### src/logic/fid_exc_map.vh
// constants of the invalid-operation and denormal exception unit
// assumes a 32-bit avalon slave decode with byte addresses
//
// Functional notes
// - invalid condition lands in status bit 0, masked by control bit 0.
// - stack overflow or underflow sets invalid and stack fault bit 6.
// - invalid operand never clears stack fault; older one stays visible.
// - load from memory into non-empty register (tag 00,01,10) is overflow.
// - any source naming empty register (tag 11) is underflow, stores too.
// - stack fault writes cond code 1 (bit 9): one overflow, zero underflow.
// - masked stack fault writes float, integer or bcd indefinite as fitting.
// - unmasked invalid calls handler; top pointer and sources stay untouched.
// - invalid operand sets flag; masked gives indefinite, nan or condition codes.
// - quiet nan alone raises nothing, except unmasked ordered compares.
// - masked unsupported, inf-inf, inf times zero, inf/inf, 0/0 give indefinite.
// - masked arithmetic on signaling nan gives quiet nan.
// - masked ordered compare or test with nan sets unordered 111.
// - masked remainder or trig faults give indefinite and clear cond code 2.
// - masked negative root, negative log, log-plus-one below -1 give indefinite.
// - masked bcd store beyond 18 digits writes bcd indefinite.
// - masked integer store out of range writes integer indefinite.
// - masked exchange fills empty registers with indefinite, then exchanges.
// - denormal raised on arithmetic or single/double load, not extended load.
// - denormal condition in status bit 1, masked by control bit 1.
// - masked denormal sets flag, continues, normalizes on conversion.
// - unmasked denormal sets flag, calls handler, keeps top and sources.
// - summary flag set whenever any exception is detected.
`ifndef FID_EXC_MAP_VH
`define FID_EXC_MAP_VH

`define FID_ADDR_STATUS  4'h0
`define FID_ADDR_CONTROL 4'h4
`define FID_ADDR_RESP    4'h8

`define FID_ST_INV   0
`define FID_ST_DEN   1
`define FID_ST_SF    6
`define FID_ST_ES    7
`define FID_ST_CC0   8
`define FID_ST_CC1   9
`define FID_ST_CC2   10
`define FID_ST_CC3   14
`define FID_CW_IM    0
`define FID_CW_DM    1

`define FID_STATUS_RST  16'h0000
`define FID_CONTROL_RST 16'h0003

`define FID_TAG_EMPTY 2'h3

`define FID_CL_UNSUP 7
`define FID_CL_SNAN  6
`define FID_CL_QNAN  5
`define FID_CL_INF   4
`define FID_CL_ZERO  3
`define FID_CL_DEN   2
`define FID_CL_NEG   1
`define FID_CL_LTM1  0

`define FID_OP_ADD      5'h00
`define FID_OP_SUB      5'h01
`define FID_OP_MUL      5'h02
`define FID_OP_DIV      5'h03
`define FID_OP_CMP      5'h04
`define FID_OP_CMP_P    5'h05
`define FID_OP_CMP_PP   5'h06
`define FID_OP_CMPI     5'h07
`define FID_OP_CMPI_P   5'h08
`define FID_OP_UCMP     5'h09
`define FID_OP_TEST     5'h0A
`define FID_OP_PREM     5'h0B
`define FID_OP_PREM1    5'h0C
`define FID_OP_COS      5'h0D
`define FID_OP_PTAN     5'h0E
`define FID_OP_SIN      5'h0F
`define FID_OP_SINCOS   5'h10
`define FID_OP_SQRT     5'h11
`define FID_OP_YL2X     5'h12
`define FID_OP_YL2XP1   5'h13
`define FID_OP_BCD_ST   5'h14
`define FID_OP_INT_ST   5'h15
`define FID_OP_FP_ST    5'h16
`define FID_OP_XCHG     5'h17
`define FID_OP_LOAD     5'h18

`define FID_RES_NONE     3'h0
`define FID_RES_QNAN_IND 3'h1
`define FID_RES_QUIET    3'h2
`define FID_RES_INT_IND  3'h3
`define FID_RES_BCD_IND  3'h4

`endif

### src/logic/fid_opnd_chk.v
// classifies one operand against its tag and value class
// assumes class bits are one-hot-ish from the pipeline's decoder
`include "fid_exc_map.vh"
`default_nettype none

module fid_opnd_chk (
  input  wire       present,
  input  wire       from_stack,
  input  wire [1:0] tag,
  input  wire [7:0] cls,
  output wire       empty,
  output wire       nan,
  output wire       snan,
  output wire       qnan,
  output wire       inf,
  output wire       zero,
  output wire       den,
  output wire       unsup,
  output wire       neg,
  output wire       ltm1
);

  assign empty = present & from_stack & (tag == `FID_TAG_EMPTY);
  // empty registers hold no value worth classifying
  wire live = present & ~empty;
  assign snan  = live & cls[`FID_CL_SNAN];
  assign qnan  = live & cls[`FID_CL_QNAN];
  assign nan   = snan | qnan;
  assign inf   = live & cls[`FID_CL_INF];
  assign zero  = live & cls[`FID_CL_ZERO];
  assign den   = live & cls[`FID_CL_DEN];
  assign unsup = live & cls[`FID_CL_UNSUP];
  assign neg   = live & cls[`FID_CL_NEG];
  assign ltm1  = live & cls[`FID_CL_LTM1];

endmodule
`default_nettype wire

### src/logic/fid_exc.v
// invalid-operation and denormal exception unit with status/control words
// assumes pipeline presents one check per op_valid pulse, avalon master on bus
`include "fid_exc_map.vh"
`default_nettype none

module fid_exc (
  input  wire        core_clk,
  input  wire        reset_n,
  input  wire [3:0]  avs_address,
  input  wire        avs_read,
  input  wire        avs_write,
  input  wire [31:0] avs_writedata,
  input  wire [3:0]  avs_byteenable,
  output reg  [31:0] avs_readdata,
  output reg         avs_waitrequest,
  input  wire        op_valid,
  input  wire [4:0]  op_code,
  input  wire        load_ext,
  input  wire [1:0]  dst_tag,
  input  wire        a_present,
  input  wire        a_from_stack,
  input  wire [1:0]  a_tag,
  input  wire [7:0]  a_class,
  input  wire        b_present,
  input  wire        b_from_stack,
  input  wire [1:0]  b_tag,
  input  wire [7:0]  b_class,
  input  wire        bcd_over,
  input  wire        int_over,
  output reg         rsp_valid_r,
  output reg         rsp_trap_r,
  output reg         rsp_commit_r,
  output reg  [2:0]  rsp_result_r,
  output reg         rsp_fill_a_r,
  output reg         rsp_fill_b_r,
  output reg         rsp_normalize_r,
  output reg         rsp_eflags_wr_r,
  output reg  [2:0]  rsp_eflags_r,
  output reg  [15:0] status_word_r,
  output reg  [15:0] control_word_r
);

  function is_op;
    input [4:0] code;
    input [4:0] want;
    begin
      is_op = (code == want);
    end
  endfunction

  wire a_empty, a_nan, a_snan, a_qnan, a_inf, a_zero, a_den, a_unsup, a_neg, a_ltm1;
  wire b_empty, b_nan, b_snan, b_qnan, b_inf, b_zero, b_den, b_unsup, b_neg, b_ltm1;

  fid_opnd_chk u_chk_a (
    .present    (a_present),
    .from_stack (a_from_stack),
    .tag        (a_tag),
    .cls        (a_class),
    .empty      (a_empty),
    .nan        (a_nan),
    .snan       (a_snan),
    .qnan       (a_qnan),
    .inf        (a_inf),
    .zero       (a_zero),
    .den        (a_den),
    .unsup      (a_unsup),
    .neg        (a_neg),
    .ltm1       (a_ltm1)
  );

  fid_opnd_chk u_chk_b (
    .present    (b_present),
    .from_stack (b_from_stack),
    .tag        (b_tag),
    .cls        (b_class),
    .empty      (b_empty),
    .nan        (b_nan),
    .snan       (b_snan),
    .qnan       (b_qnan),
    .inf        (b_inf),
    .zero       (b_zero),
    .den        (b_den),
    .unsup      (b_unsup),
    .neg        (b_neg),
    .ltm1       (b_ltm1)
  );

  wire inv_mask = control_word_r[`FID_CW_IM];
  wire den_mask = control_word_r[`FID_CW_DM];

  wire op_xchg = is_op(op_code, `FID_OP_XCHG);
  wire op_load = is_op(op_code, `FID_OP_LOAD);
  wire op_bcd  = is_op(op_code, `FID_OP_BCD_ST);
  wire op_ist  = is_op(op_code, `FID_OP_INT_ST);
  wire op_cmpi = is_op(op_code, `FID_OP_CMPI) | is_op(op_code, `FID_OP_CMPI_P);
  wire op_ord  = is_op(op_code, `FID_OP_CMP) | is_op(op_code, `FID_OP_CMP_P) |
                 is_op(op_code, `FID_OP_CMP_PP) | op_cmpi;
  wire op_cmp_any = op_ord | is_op(op_code, `FID_OP_TEST) | is_op(op_code, `FID_OP_UCMP);
  wire op_rem  = is_op(op_code, `FID_OP_PREM) | is_op(op_code, `FID_OP_PREM1);
  wire op_trig = is_op(op_code, `FID_OP_COS) | is_op(op_code, `FID_OP_PTAN) |
                 is_op(op_code, `FID_OP_SIN) | is_op(op_code, `FID_OP_SINCOS);

  // extended loads and exchanges move bits without touching them
  wire arith = ~op_xchg & ~(op_load & load_ext);

  reg        ovf;
  reg        unf;
  reg        stk_fault;
  reg        ia;
  reg        unord;
  reg        den_ev;
  reg        inv_ev;
  reg        trap;
  reg [2:0]  res_code;
  reg        cc1_wr;
  reg        cc2_clr;
  reg        cc_unord_wr;
  reg        efl_wr;

  always @* begin
    ovf = op_load & (dst_tag != `FID_TAG_EMPTY);
    unf = a_empty | b_empty;
    stk_fault = ovf | unf;
    ia = 1'b0;
    if (!stk_fault && arith) begin
      ia = a_unsup | b_unsup;
      if (is_op(op_code, `FID_OP_ADD))
        ia = ia | (a_inf & b_inf & (a_neg ^ b_neg));
      if (is_op(op_code, `FID_OP_SUB))
        ia = ia | (a_inf & b_inf & ~(a_neg ^ b_neg));
      if (is_op(op_code, `FID_OP_MUL))
        ia = ia | (a_inf & b_zero) | (a_zero & b_inf);
      if (is_op(op_code, `FID_OP_DIV))
        ia = ia | (a_inf & b_inf) | (a_zero & b_zero);
      ia = ia | a_snan | b_snan;
      // quiet nan only for unmasked ordered compares
      ia = ia | (op_ord & (a_qnan | b_qnan) & ~inv_mask);
      ia = ia | (op_rem & (b_zero | a_inf)) | (op_trig & a_inf);
      if (is_op(op_code, `FID_OP_SQRT) || is_op(op_code, `FID_OP_YL2X))
        ia = ia | (a_neg & ~a_zero);
      if (is_op(op_code, `FID_OP_YL2XP1))
        ia = ia | a_ltm1;
      ia = ia | (op_bcd & bcd_over);
      ia = ia | (op_ist & int_over);
    end
    inv_ev = op_valid & (stk_fault | ia);
    den_ev = op_valid & arith & ~stk_fault & ~ia & (a_den | b_den);
    trap = (inv_ev & ~inv_mask) | (den_ev & ~den_mask);
    unord = op_valid & ~stk_fault & ~trap & (op_ord | is_op(op_code, `FID_OP_TEST)) &
            (a_nan | b_nan);
    cc_unord_wr = unord & ~op_cmpi;
    efl_wr = unord & op_cmpi;
    // cond code 1 on any stack fault
    cc1_wr = op_valid & stk_fault;
    cc2_clr = op_valid & ia & inv_mask & (op_rem | op_trig);
    res_code = `FID_RES_NONE;
    if (inv_ev && inv_mask && !op_cmp_any && !op_xchg) begin
      if (op_bcd)
        res_code = `FID_RES_BCD_IND;
      else if (op_ist)
        res_code = `FID_RES_INT_IND;
      else if (!stk_fault && (a_snan | b_snan) && !(a_unsup | b_unsup))
        res_code = `FID_RES_QUIET;
      else
        res_code = `FID_RES_QNAN_IND;
    end
  end

  // avalon slave: one wait cycle, then a single low-wait cycle
  wire       bus_req  = avs_read | avs_write;
  wire       bus_done = ~avs_waitrequest & bus_req;
  wire       wr_done  = bus_done & avs_write;
  wire [15:0] wr_lane = {{8{avs_byteenable[1]}}, {8{avs_byteenable[0]}}};
  wire       wr_stat  = wr_done & (avs_address == `FID_ADDR_STATUS);
  wire       wr_ctrl  = wr_done & (avs_address == `FID_ADDR_CONTROL);
  wire [15:0] w1c     = wr_stat ? (avs_writedata[15:0] & wr_lane) : 16'h0000;

  reg [15:0] status_nxt;
  reg [2:0]  last_res_r;
  reg        last_trap_r;

  always @* begin
    status_nxt = status_word_r;
    // sticky flags: software clears by writing one, hardware set wins
    status_nxt[`FID_ST_INV] = status_word_r[`FID_ST_INV] & ~w1c[`FID_ST_INV];
    status_nxt[`FID_ST_DEN] = status_word_r[`FID_ST_DEN] & ~w1c[`FID_ST_DEN];
    status_nxt[`FID_ST_SF]  = status_word_r[`FID_ST_SF]  & ~w1c[`FID_ST_SF];
    status_nxt[`FID_ST_ES]  = status_word_r[`FID_ST_ES]  & ~w1c[`FID_ST_ES];
    if (wr_stat && avs_byteenable[1]) begin
      status_nxt[`FID_ST_CC0] = avs_writedata[`FID_ST_CC0];
      status_nxt[`FID_ST_CC1] = avs_writedata[`FID_ST_CC1];
      status_nxt[`FID_ST_CC2] = avs_writedata[`FID_ST_CC2];
      status_nxt[`FID_ST_CC3] = avs_writedata[`FID_ST_CC3];
    end
    if (inv_ev)
      status_nxt[`FID_ST_INV] = 1'b1;
    // invalid operand leaves stack fault alone
    if (op_valid && stk_fault)
      status_nxt[`FID_ST_SF] = 1'b1;
    if (den_ev)
      status_nxt[`FID_ST_DEN] = 1'b1;
    if (inv_ev || den_ev)
      status_nxt[`FID_ST_ES] = 1'b1;
    if (cc1_wr)
      status_nxt[`FID_ST_CC1] = ovf;
    if (cc2_clr)
      status_nxt[`FID_ST_CC2] = 1'b0;
    if (cc_unord_wr) begin
      status_nxt[`FID_ST_CC0] = 1'b1;
      status_nxt[`FID_ST_CC2] = 1'b1;
      status_nxt[`FID_ST_CC3] = 1'b1;
    end
  end

  always @(posedge core_clk or negedge reset_n) begin
    if (!reset_n) begin
      status_word_r   <= `FID_STATUS_RST;
      control_word_r  <= `FID_CONTROL_RST;
      avs_waitrequest <= 1'b1;
      avs_readdata    <= 32'h00000000;
      last_res_r      <= `FID_RES_NONE;
      last_trap_r     <= 1'b0;
    end else begin
      status_word_r <= status_nxt;
      if (wr_ctrl)
        control_word_r <= (control_word_r & ~wr_lane) | (avs_writedata[15:0] & wr_lane);
      avs_waitrequest <= ~(avs_waitrequest & bus_req);
      if (avs_waitrequest && avs_read) begin
        case (avs_address)
          `FID_ADDR_STATUS:  avs_readdata <= {16'h0000, status_word_r};
          `FID_ADDR_CONTROL: avs_readdata <= {16'h0000, control_word_r};
          `FID_ADDR_RESP:    avs_readdata <= {28'h0000000, last_trap_r, last_res_r};
          default:           avs_readdata <= 32'h00000000;
        endcase
      end
      if (op_valid) begin
        last_res_r  <= res_code;
        last_trap_r <= trap;
      end
    end
  end

  // response toward the pipeline, one cycle after op_valid
  always @(posedge core_clk or negedge reset_n) begin
    if (!reset_n) begin
      rsp_valid_r     <= 1'b0;
      rsp_trap_r      <= 1'b0;
      rsp_commit_r    <= 1'b0;
      rsp_result_r    <= `FID_RES_NONE;
      rsp_fill_a_r    <= 1'b0;
      rsp_fill_b_r    <= 1'b0;
      rsp_normalize_r <= 1'b0;
      rsp_eflags_wr_r <= 1'b0;
      rsp_eflags_r    <= 3'h0;
    end else begin
      rsp_valid_r  <= op_valid;
      rsp_trap_r   <= trap;
      // no top or source update on trap
      rsp_commit_r <= op_valid & ~trap;
      rsp_result_r <= res_code;
      rsp_fill_a_r <= op_valid & op_xchg & inv_mask & a_empty;
      rsp_fill_b_r <= op_valid & op_xchg & inv_mask & b_empty;
      rsp_normalize_r <= den_ev & den_mask & ~trap;
      rsp_eflags_wr_r <= efl_wr;
      rsp_eflags_r    <= efl_wr ? 3'h7 : 3'h0;
    end
  end

endmodule
`default_nettype wire

### config.mk
export PLATFORM = sky130hd
export DESIGN_NAME = fid_exc
export DESIGN_NICKNAME = d
export VERILOG_FILES = /design/src/logic/fid_opnd_chk.v /design/src/logic/fid_exc.v
export VERILOG_INCLUDE_DIRS = /design/src /design/src/logic
export SDC_FILE = /design/constraint.sdc
export NUM_CORES = 1
export LEC_CHECK = 0
export ABC_AREA = 0
export ABC_CLOCK_PERIOD_IN_PS = 1950
export CAP_MARGIN = 40
export CORE_MARGIN = 5
export CORE_UTILIZATION = 35
export DETAILED_ROUTE_END_ITERATION = 10
export DONT_BUFFER_PORTS = 1
export PLACE_DENSITY = 0.52
export SETUP_SLACK_MARGIN = 0.4
export SLEW_MARGIN = 15
export SYNTH_ARGS = -nofsm -noshare
export SYNTH_HDL_FRONTEND = slang
export SYNTH_SLANG_ARGS = --single-unit
### constraint.sdc
create_clock -name core_clk -period 1.95 [get_ports core_clk]
set_clock_uncertainty 0.15 [all_clocks]
set_input_delay 0.585 -clock core_clk [delete_from_list [all_inputs] [get_ports core_clk]]
set_output_delay 0.585 -clock core_clk [all_outputs]
set_load 0.01 [all_outputs]
==> run metrics, run 1 <==
fin area 3704 µm²; Root Buffer clkbuf_8; Critical Path Sink last_res_r[1]; sequential fraction of the synthesis area 45.84%; area of the multi-input gates around 1800 µm²; largest net degree at the start of global routing between 50 and 60; post-DP HPWL ~6300 µm; outcome complete, but fails checks; number of synthesized flops with an enable pin 0; RSZ-0062 raised after global routing true; Layout Nets roughly 410; Synth Warn # 0; Num Clock Sinks 55; Most used DFF post-synth dfrtp_1; setup TNS -1.064 ns; IO buf count 0; failing checks hold timing, setup timing; Die X 102.7 µm; CP Capture Type register; Mean Syn Cell Area 9.711 µm²; critical path peak fanout 15; FMAX 0.4856 GHz; TritonCTS buffer count 5; HP Class in2async; placed cells about 430; most frequent cell after synthesis dfrtp_1; Via-to-Cell Ratio 5.505; worst reg2reg path depth 7; total grt overflow 0; layout cells sized above 1 roughly a third; cell count after synthesis 310; area grow syn2layout 23.03%; critical path arrival 2.10 ns; Remaining DRCs 0; hold_ws -0.1845 ns; Leakage 1.536 nW; ANT nets after route 0; area share of the largest cell type after synthesis between 40% and 50%; Tmin final 2.059 ns; die area ~11000 µm²; number of global-route vias before repair 2381; post-synth top area cell dfrtp_1; via count 2422; setup violators final 15; Post-synth top cells dfrtp_1, nand2_1, buf_4; boundary pin count between 150 and 200; initial antenna violation count 0; Netlist cell types 60; Worst Setup SP op_code[0]; first-pass GRT wire length 12430 µm; clk slew on worst S/H paths 0.09 ns; Async SR Flop Fraction 100.0%; Global Route Usage Sum between 10 and 15%; maximum vdd drop ~0.29 mV; # rows 33; Post-Synthesis Cell Area roughly 3000 µm²; RePlAce Congestion between 0.8 and 0.9; n_diodes 0; DR pass1 iterations 4; critical path startpoint category input port; Synth Register Bits 55; final hold violation count 55; Wirelength per Cell around 19 µm; Tcrit/Tclk final 105.6%; TritonCTS clock tree yes; area of the core 8299 µm²; storage element area between 1000 and 1500 µm²; fillers around 800; dpl cell area 3352 µm²; Power Total ~2.5 mW; total wire length about 8400 µm; Die Y between 100 and 150 µm; top cells by area, synth dfrtp_1, buf_4, mux2_2; WS Path Type in2reg; Final Max Tran Viols 0; Pwr Density between 600 and 700 nW/µm²; worst endpoint required time between 1.5 and 2 ns; final std cells w/o fill between 400 and 500; DR iter-0 viols 98; final setup margin -0.1091 ns; Reg2Reg Capture Point last_res_r[1]; H-tree levels 2; number of max-cap violations 0; starting density of the core 36.27%; Skew-Pair Late Insertion Delay roughly 0.3 ns; R2R Setup Slk approximately 0.040 ns; clk buf depth 2
[power by group]
part	switching, mW	total (mW)	internal [mW]
Combinational	0.219	0.450	0.231
Clock	0.349	0.674	0.325
Sequential	0.154	1.40	1.25
Total	0.723	2.53	1.80
[final cells by class]
| cell class | instances | share of cell area (%) |
|---|---|---|
| Inverter | 4 | 0.4054 |
| Tap cell | 105 | 3.547 |
| Timing Repair Buffer | 33 | 7.973 |
| Sequential cell | 55 | 37.30 |
| Multi-Input combinational cell | 235 | 48.07 |
| Clock buffer | 8 | 2.703 |
[cells by family (layout without fill, tap and decap cells)]
group | count (synthesis) | count (layout) | share of synthesized area [%]
DFF | 55 | 55 | 45.84
and+or+nand+nor | 115 | 115 | 19.29
muxes | 22 | 22 | 8.022
xor gates and xnor gates | 1 | 1 | 0.7896
other | 1 | 24 | 0.1246
buffers and inverters | 44 | 45 | 9.102
AOI/OAI and AO/OA | 72 | 73 | 16.83
[per-stage QoR]
stage,worst slack [ns],utilization (%)
finish,-0.1091,44.63
global route,-0.1707,44.63
CTS,-0.07026,43.27
detailed placement,-0.4223,40.39
global placement,-0.4188,40.39
floorplan,-0.3109,-
[placed cells by master (no fill, tap or decap), types with 2 or more instances in the layout]
cell type / count
and2_1: 3
inv_1: 4
a211o_1: 2
mux2_2: 2
nor2b_4: 2
o2bb2ai_2: 3
nor2_4: 3
nand3_2: 4
a22oi_2: 4
nand2_2: 7
nor2_1: 17
nor3_1: 2
o21ai_1: 18
a22oi_1: 7
dfrtp_1: 51
clkbuf_8: 7
and3_4: 3
nor2b_1: 2
and3_1: 4
buf_12: 2
nand3_1: 12
buf_6: 2
a2111o_1: 2
nand4_1: 2
nor4_4: 2
dfstp_2: 3
conb_1: 24
buf_8: 2
o21ai_0: 8
mux2i_1: 5
a21oi_1: 3
nand2_1: 33
o22ai_1: 2
mux2_4: 15
or4b_4: 2
buf_4: 27
o2111ai_1: 2
[per-layer routing]
metal / wire, µm / track usage [%]
met2: 4094 / 25.32
met4: 177 / 4.382
met3: 903 / 4.939
met1: 3199 / 18.02
met5: 0 / 0
[how the worst min path moves through the flow]
stage,cells after the start,start,endpoint,slack [ns]
final,0,reset_n,asynchronous set/reset pin,-0.18
after global routing,0,reset_n,avs_readdata[11],-0.21
after CTS,0,reset_n,avs_readdata[13],-0.19
after detailed placement,0,reset_n,asynchronous set/reset pin,0.14
after global placement,0,reset_n,asynchronous set/reset pin,0.14
after floorplan,0,reset_n,asynchronous set/reset pin,0.14
[critical path: stages]
cell       delay (ns)
xor3_1           0.40
a41oi_2          0.28
a311oi_4         0.08
or3_4            0.39
o22ai_4          0.13
buf_8            0.17
o2bb2ai_2        0.07
[timing repair]
item,in CTS,in global routing
endpoints found under the hold margin,55,55
endpoints found under the setup margin,44,45
buffers inserted,3,2
gates cloned,1,0
pin swaps,10,8
resized for setup,25,21
No activity file was read; power rests on OpenSTA's default activity.
==> inputs of run 2 (changes only) <==
--- a/config.mk
+++ b/config.mk
@@ -11,6 +11,7 @@
 export CAP_MARGIN = 40
 export CORE_MARGIN = 5
 export CORE_UTILIZATION = 35
+export CTS_BUF_LIST = sky130_fd_sc_hd__clkbuf_4
 export DETAILED_ROUTE_END_ITERATION = 10
 export DONT_BUFFER_PORTS = 1
 export PLACE_DENSITY = 0.52
==> run 2 against run 1 <==
  * The run still ends with hold timing, setup timing left
  * Design area is 1.6% lower
  * Combinational power down 0.9%
  * Core utilization is 0.71 points lower
  * Final cell count fell by 0.68%
  * Register-to-register slack is essentially flat
  * Setup slack gained 0.093 ns
  * Sequential power hardly changed
  * Clock-buffer cell count down 2
  * Total power decreased by 7.3%
  * Wire length rose by 0.32%
  * Clock power shrank 29%
  * Critical path depth unchanged
  * Largest power group unchanged
  * Highest routed layer unchanged
==> run metrics, run 2 (synthesis results as in run 1) <==
clk slew on worst S/H paths 0.15 ns (+0.06 ns); DR pass1 iterations 4 (unchanged); HP Class in2async; initial antenna violation count 0 (unchanged); most common cell after layout, fill and taps aside dfrtp_1; RePlAce Congestion 0.8154 (unchanged); critical path peak fanout 15 (unchanged); worst slack at placement -0.4223 ns (unchanged); Root Buffer clkbuf_4; total grt overflow 0 (unchanged); IO buf count 0 (unchanged); clk buf depth 2 (unchanged); number of global-route vias before repair 2411 (+1.3%); failing checks hold timing, setup timing; worst endpoint required time 2.06 ns (+0.07 ns); critical path arrival 2.07 ns (-0.03 ns); Pwr Density 642.0 nW/µm² (-5.9%); largest net degree at the start of global routing 56 (unchanged); Die Y 102.7 µm (unchanged); Tcrit/Tclk final 100.8% (-4.8 points); Remaining DRCs 0 (unchanged); number of max-cap violations 0 (unchanged); Layout Nets 410 (-0.73%); Leakage 1.481 nW (-3.6%); final hold violation count 55 (unchanged); hold_ws -0.2613 ns (-0.07680 ns); post-DP HPWL 6336 µm (unchanged); Num Clock Sinks 55 (unchanged); placed cells 426 (unchanged); WS Path Type in2reg; final std cells w/o fill 437 (-0.68%); setup violators final 5 (-10); TritonCTS buffer count 5 (unchanged); most frequent cells in the layout dfrtp_1, nand2_1, buf_4; RSZ-0062 raised after global routing true; ANT nets after route 0 (unchanged); starting density of the core 36.27% (unchanged); Tmin final 1.966 ns (-0.09324 ns); Final Max Tran Viols 0 (unchanged); area grow syn2layout 21.07%; final setup margin -0.01588 ns (+0.09324 ns); setup TNS -0.04529 ns (+1.018 ns); CP Capture Type register; layout cells sized above 1 36.45% (+3.6 points); boundary pin count 157 (unchanged); # rows 33 (unchanged); DR iter-0 viols 98 (unchanged); Via-to-Cell Ratio 5.499 (-0.10%); area of the core 8299 µm² (unchanged); FMAX 0.5087 GHz (+4.7%); critical path startpoint category input port; die area 10560 µm² (unchanged); Global Route Usage Sum 15.07% (+0.17 points); n_diodes 0 (unchanged); Die X 102.7 µm (unchanged); final core occ 43.92% (-0.71 points); H-tree levels 2 (unchanged); total wire length 8401 µm (+0.32%); maximum vdd drop 0.2428 mV (-15%); first-pass GRT wire length 12600 µm (+1.4%); outcome complete, but fails checks; Wirelength per Cell 19.22 µm (+1.0%); TritonCTS clock tree yes; via count 2403 (-0.78%); worst reg2reg path depth 7 (unchanged); Skew-Pair Late Insertion Delay 0.36 ns (+0.06 ns)
-- run 2: cell types whose count changed in the layout (fill, tap and decap cells not counted), sizes merged --
cell    before  now
clkbuf       8    6
clkinv       0    2
buf         33   30
-- run 2: final timing paths --
| kind | to | from | slack (ns) |
|---|---|---|---|
| max | last_res_r[1] | op_code[0] | -0.02 |
| min | avs_readdata[13] | reset_n | -0.26 |
| max reg2reg | last_res_r[1] | register | 0.03 |
| min reg2reg | last_res_r[0] | last_res_r[0] | 0.38 |
| max in group asynchronous | asynchronous set/reset pin | reset_n | 1.72 |
| min in group core_clk | rsp_valid_r | op_valid | 0.09 |
-- run 2: worst max-delay path: stages --
cell and delay [ns]:
xor3_1 0.39, a41oi_2 0.22, a311oi_4 0.07, or3_4 0.43, o22ai_4 0.13, buf_8 0.17, o2bb2ai_2 0.07
-- run 2: per-stage QoR --
step | area [µm²] | power [mW]
after CTS | 3568 | 2.340
final | 3645 | 2.340
after global routing | 3645 | 2.463
after global placement | 3352 | 1.798
after floorplan | 3289 | 1.731
after detailed placement | 3352 | 1.806
-- run 2: metal layers --
| metal | vias up | GRT usage [%] | routed length, µm |
|---|---|---|---|
| li1 | 1120 | - | - |
| met1 | 1160 | 17.94 | 3137 |
| met2 | 112 | 25.87 | 4137 |
| met3 | 11 | 4.939 | 953 |
| met4 | 0 | 4.681 | 173 |
| met5 | - | 0 | 0 |
-- run 2: repair_timing --
item | 4_1_cts | 5_1_grt
pin swaps | 9 | 4
endpoints found under the setup margin | 85 | 96
resized for setup | 36 | 25
cloned | 1 | 0
buffers inserted | 1 | 1
endpoints found under the hold margin | 55 | 55
-- run 2: area by class of cell --
cell class | count | area [µm²]
clock inverter | 2 | 7.507
fill | 815 | 4654
sequential | 55 | 1401
inverter | 4 | 15.01
multi-input combinational | 235 | 1775
timing repair buffer | 30 | 269.0
tap | 105 | 131.4
clock buffer | 6 | 45.04
-- run 2: power by group --
group | switching (mW) | internal, mW
clock network | 0.332 | 0.149
registers | 0.154 | 1.26
logic | 0.218 | 0.228
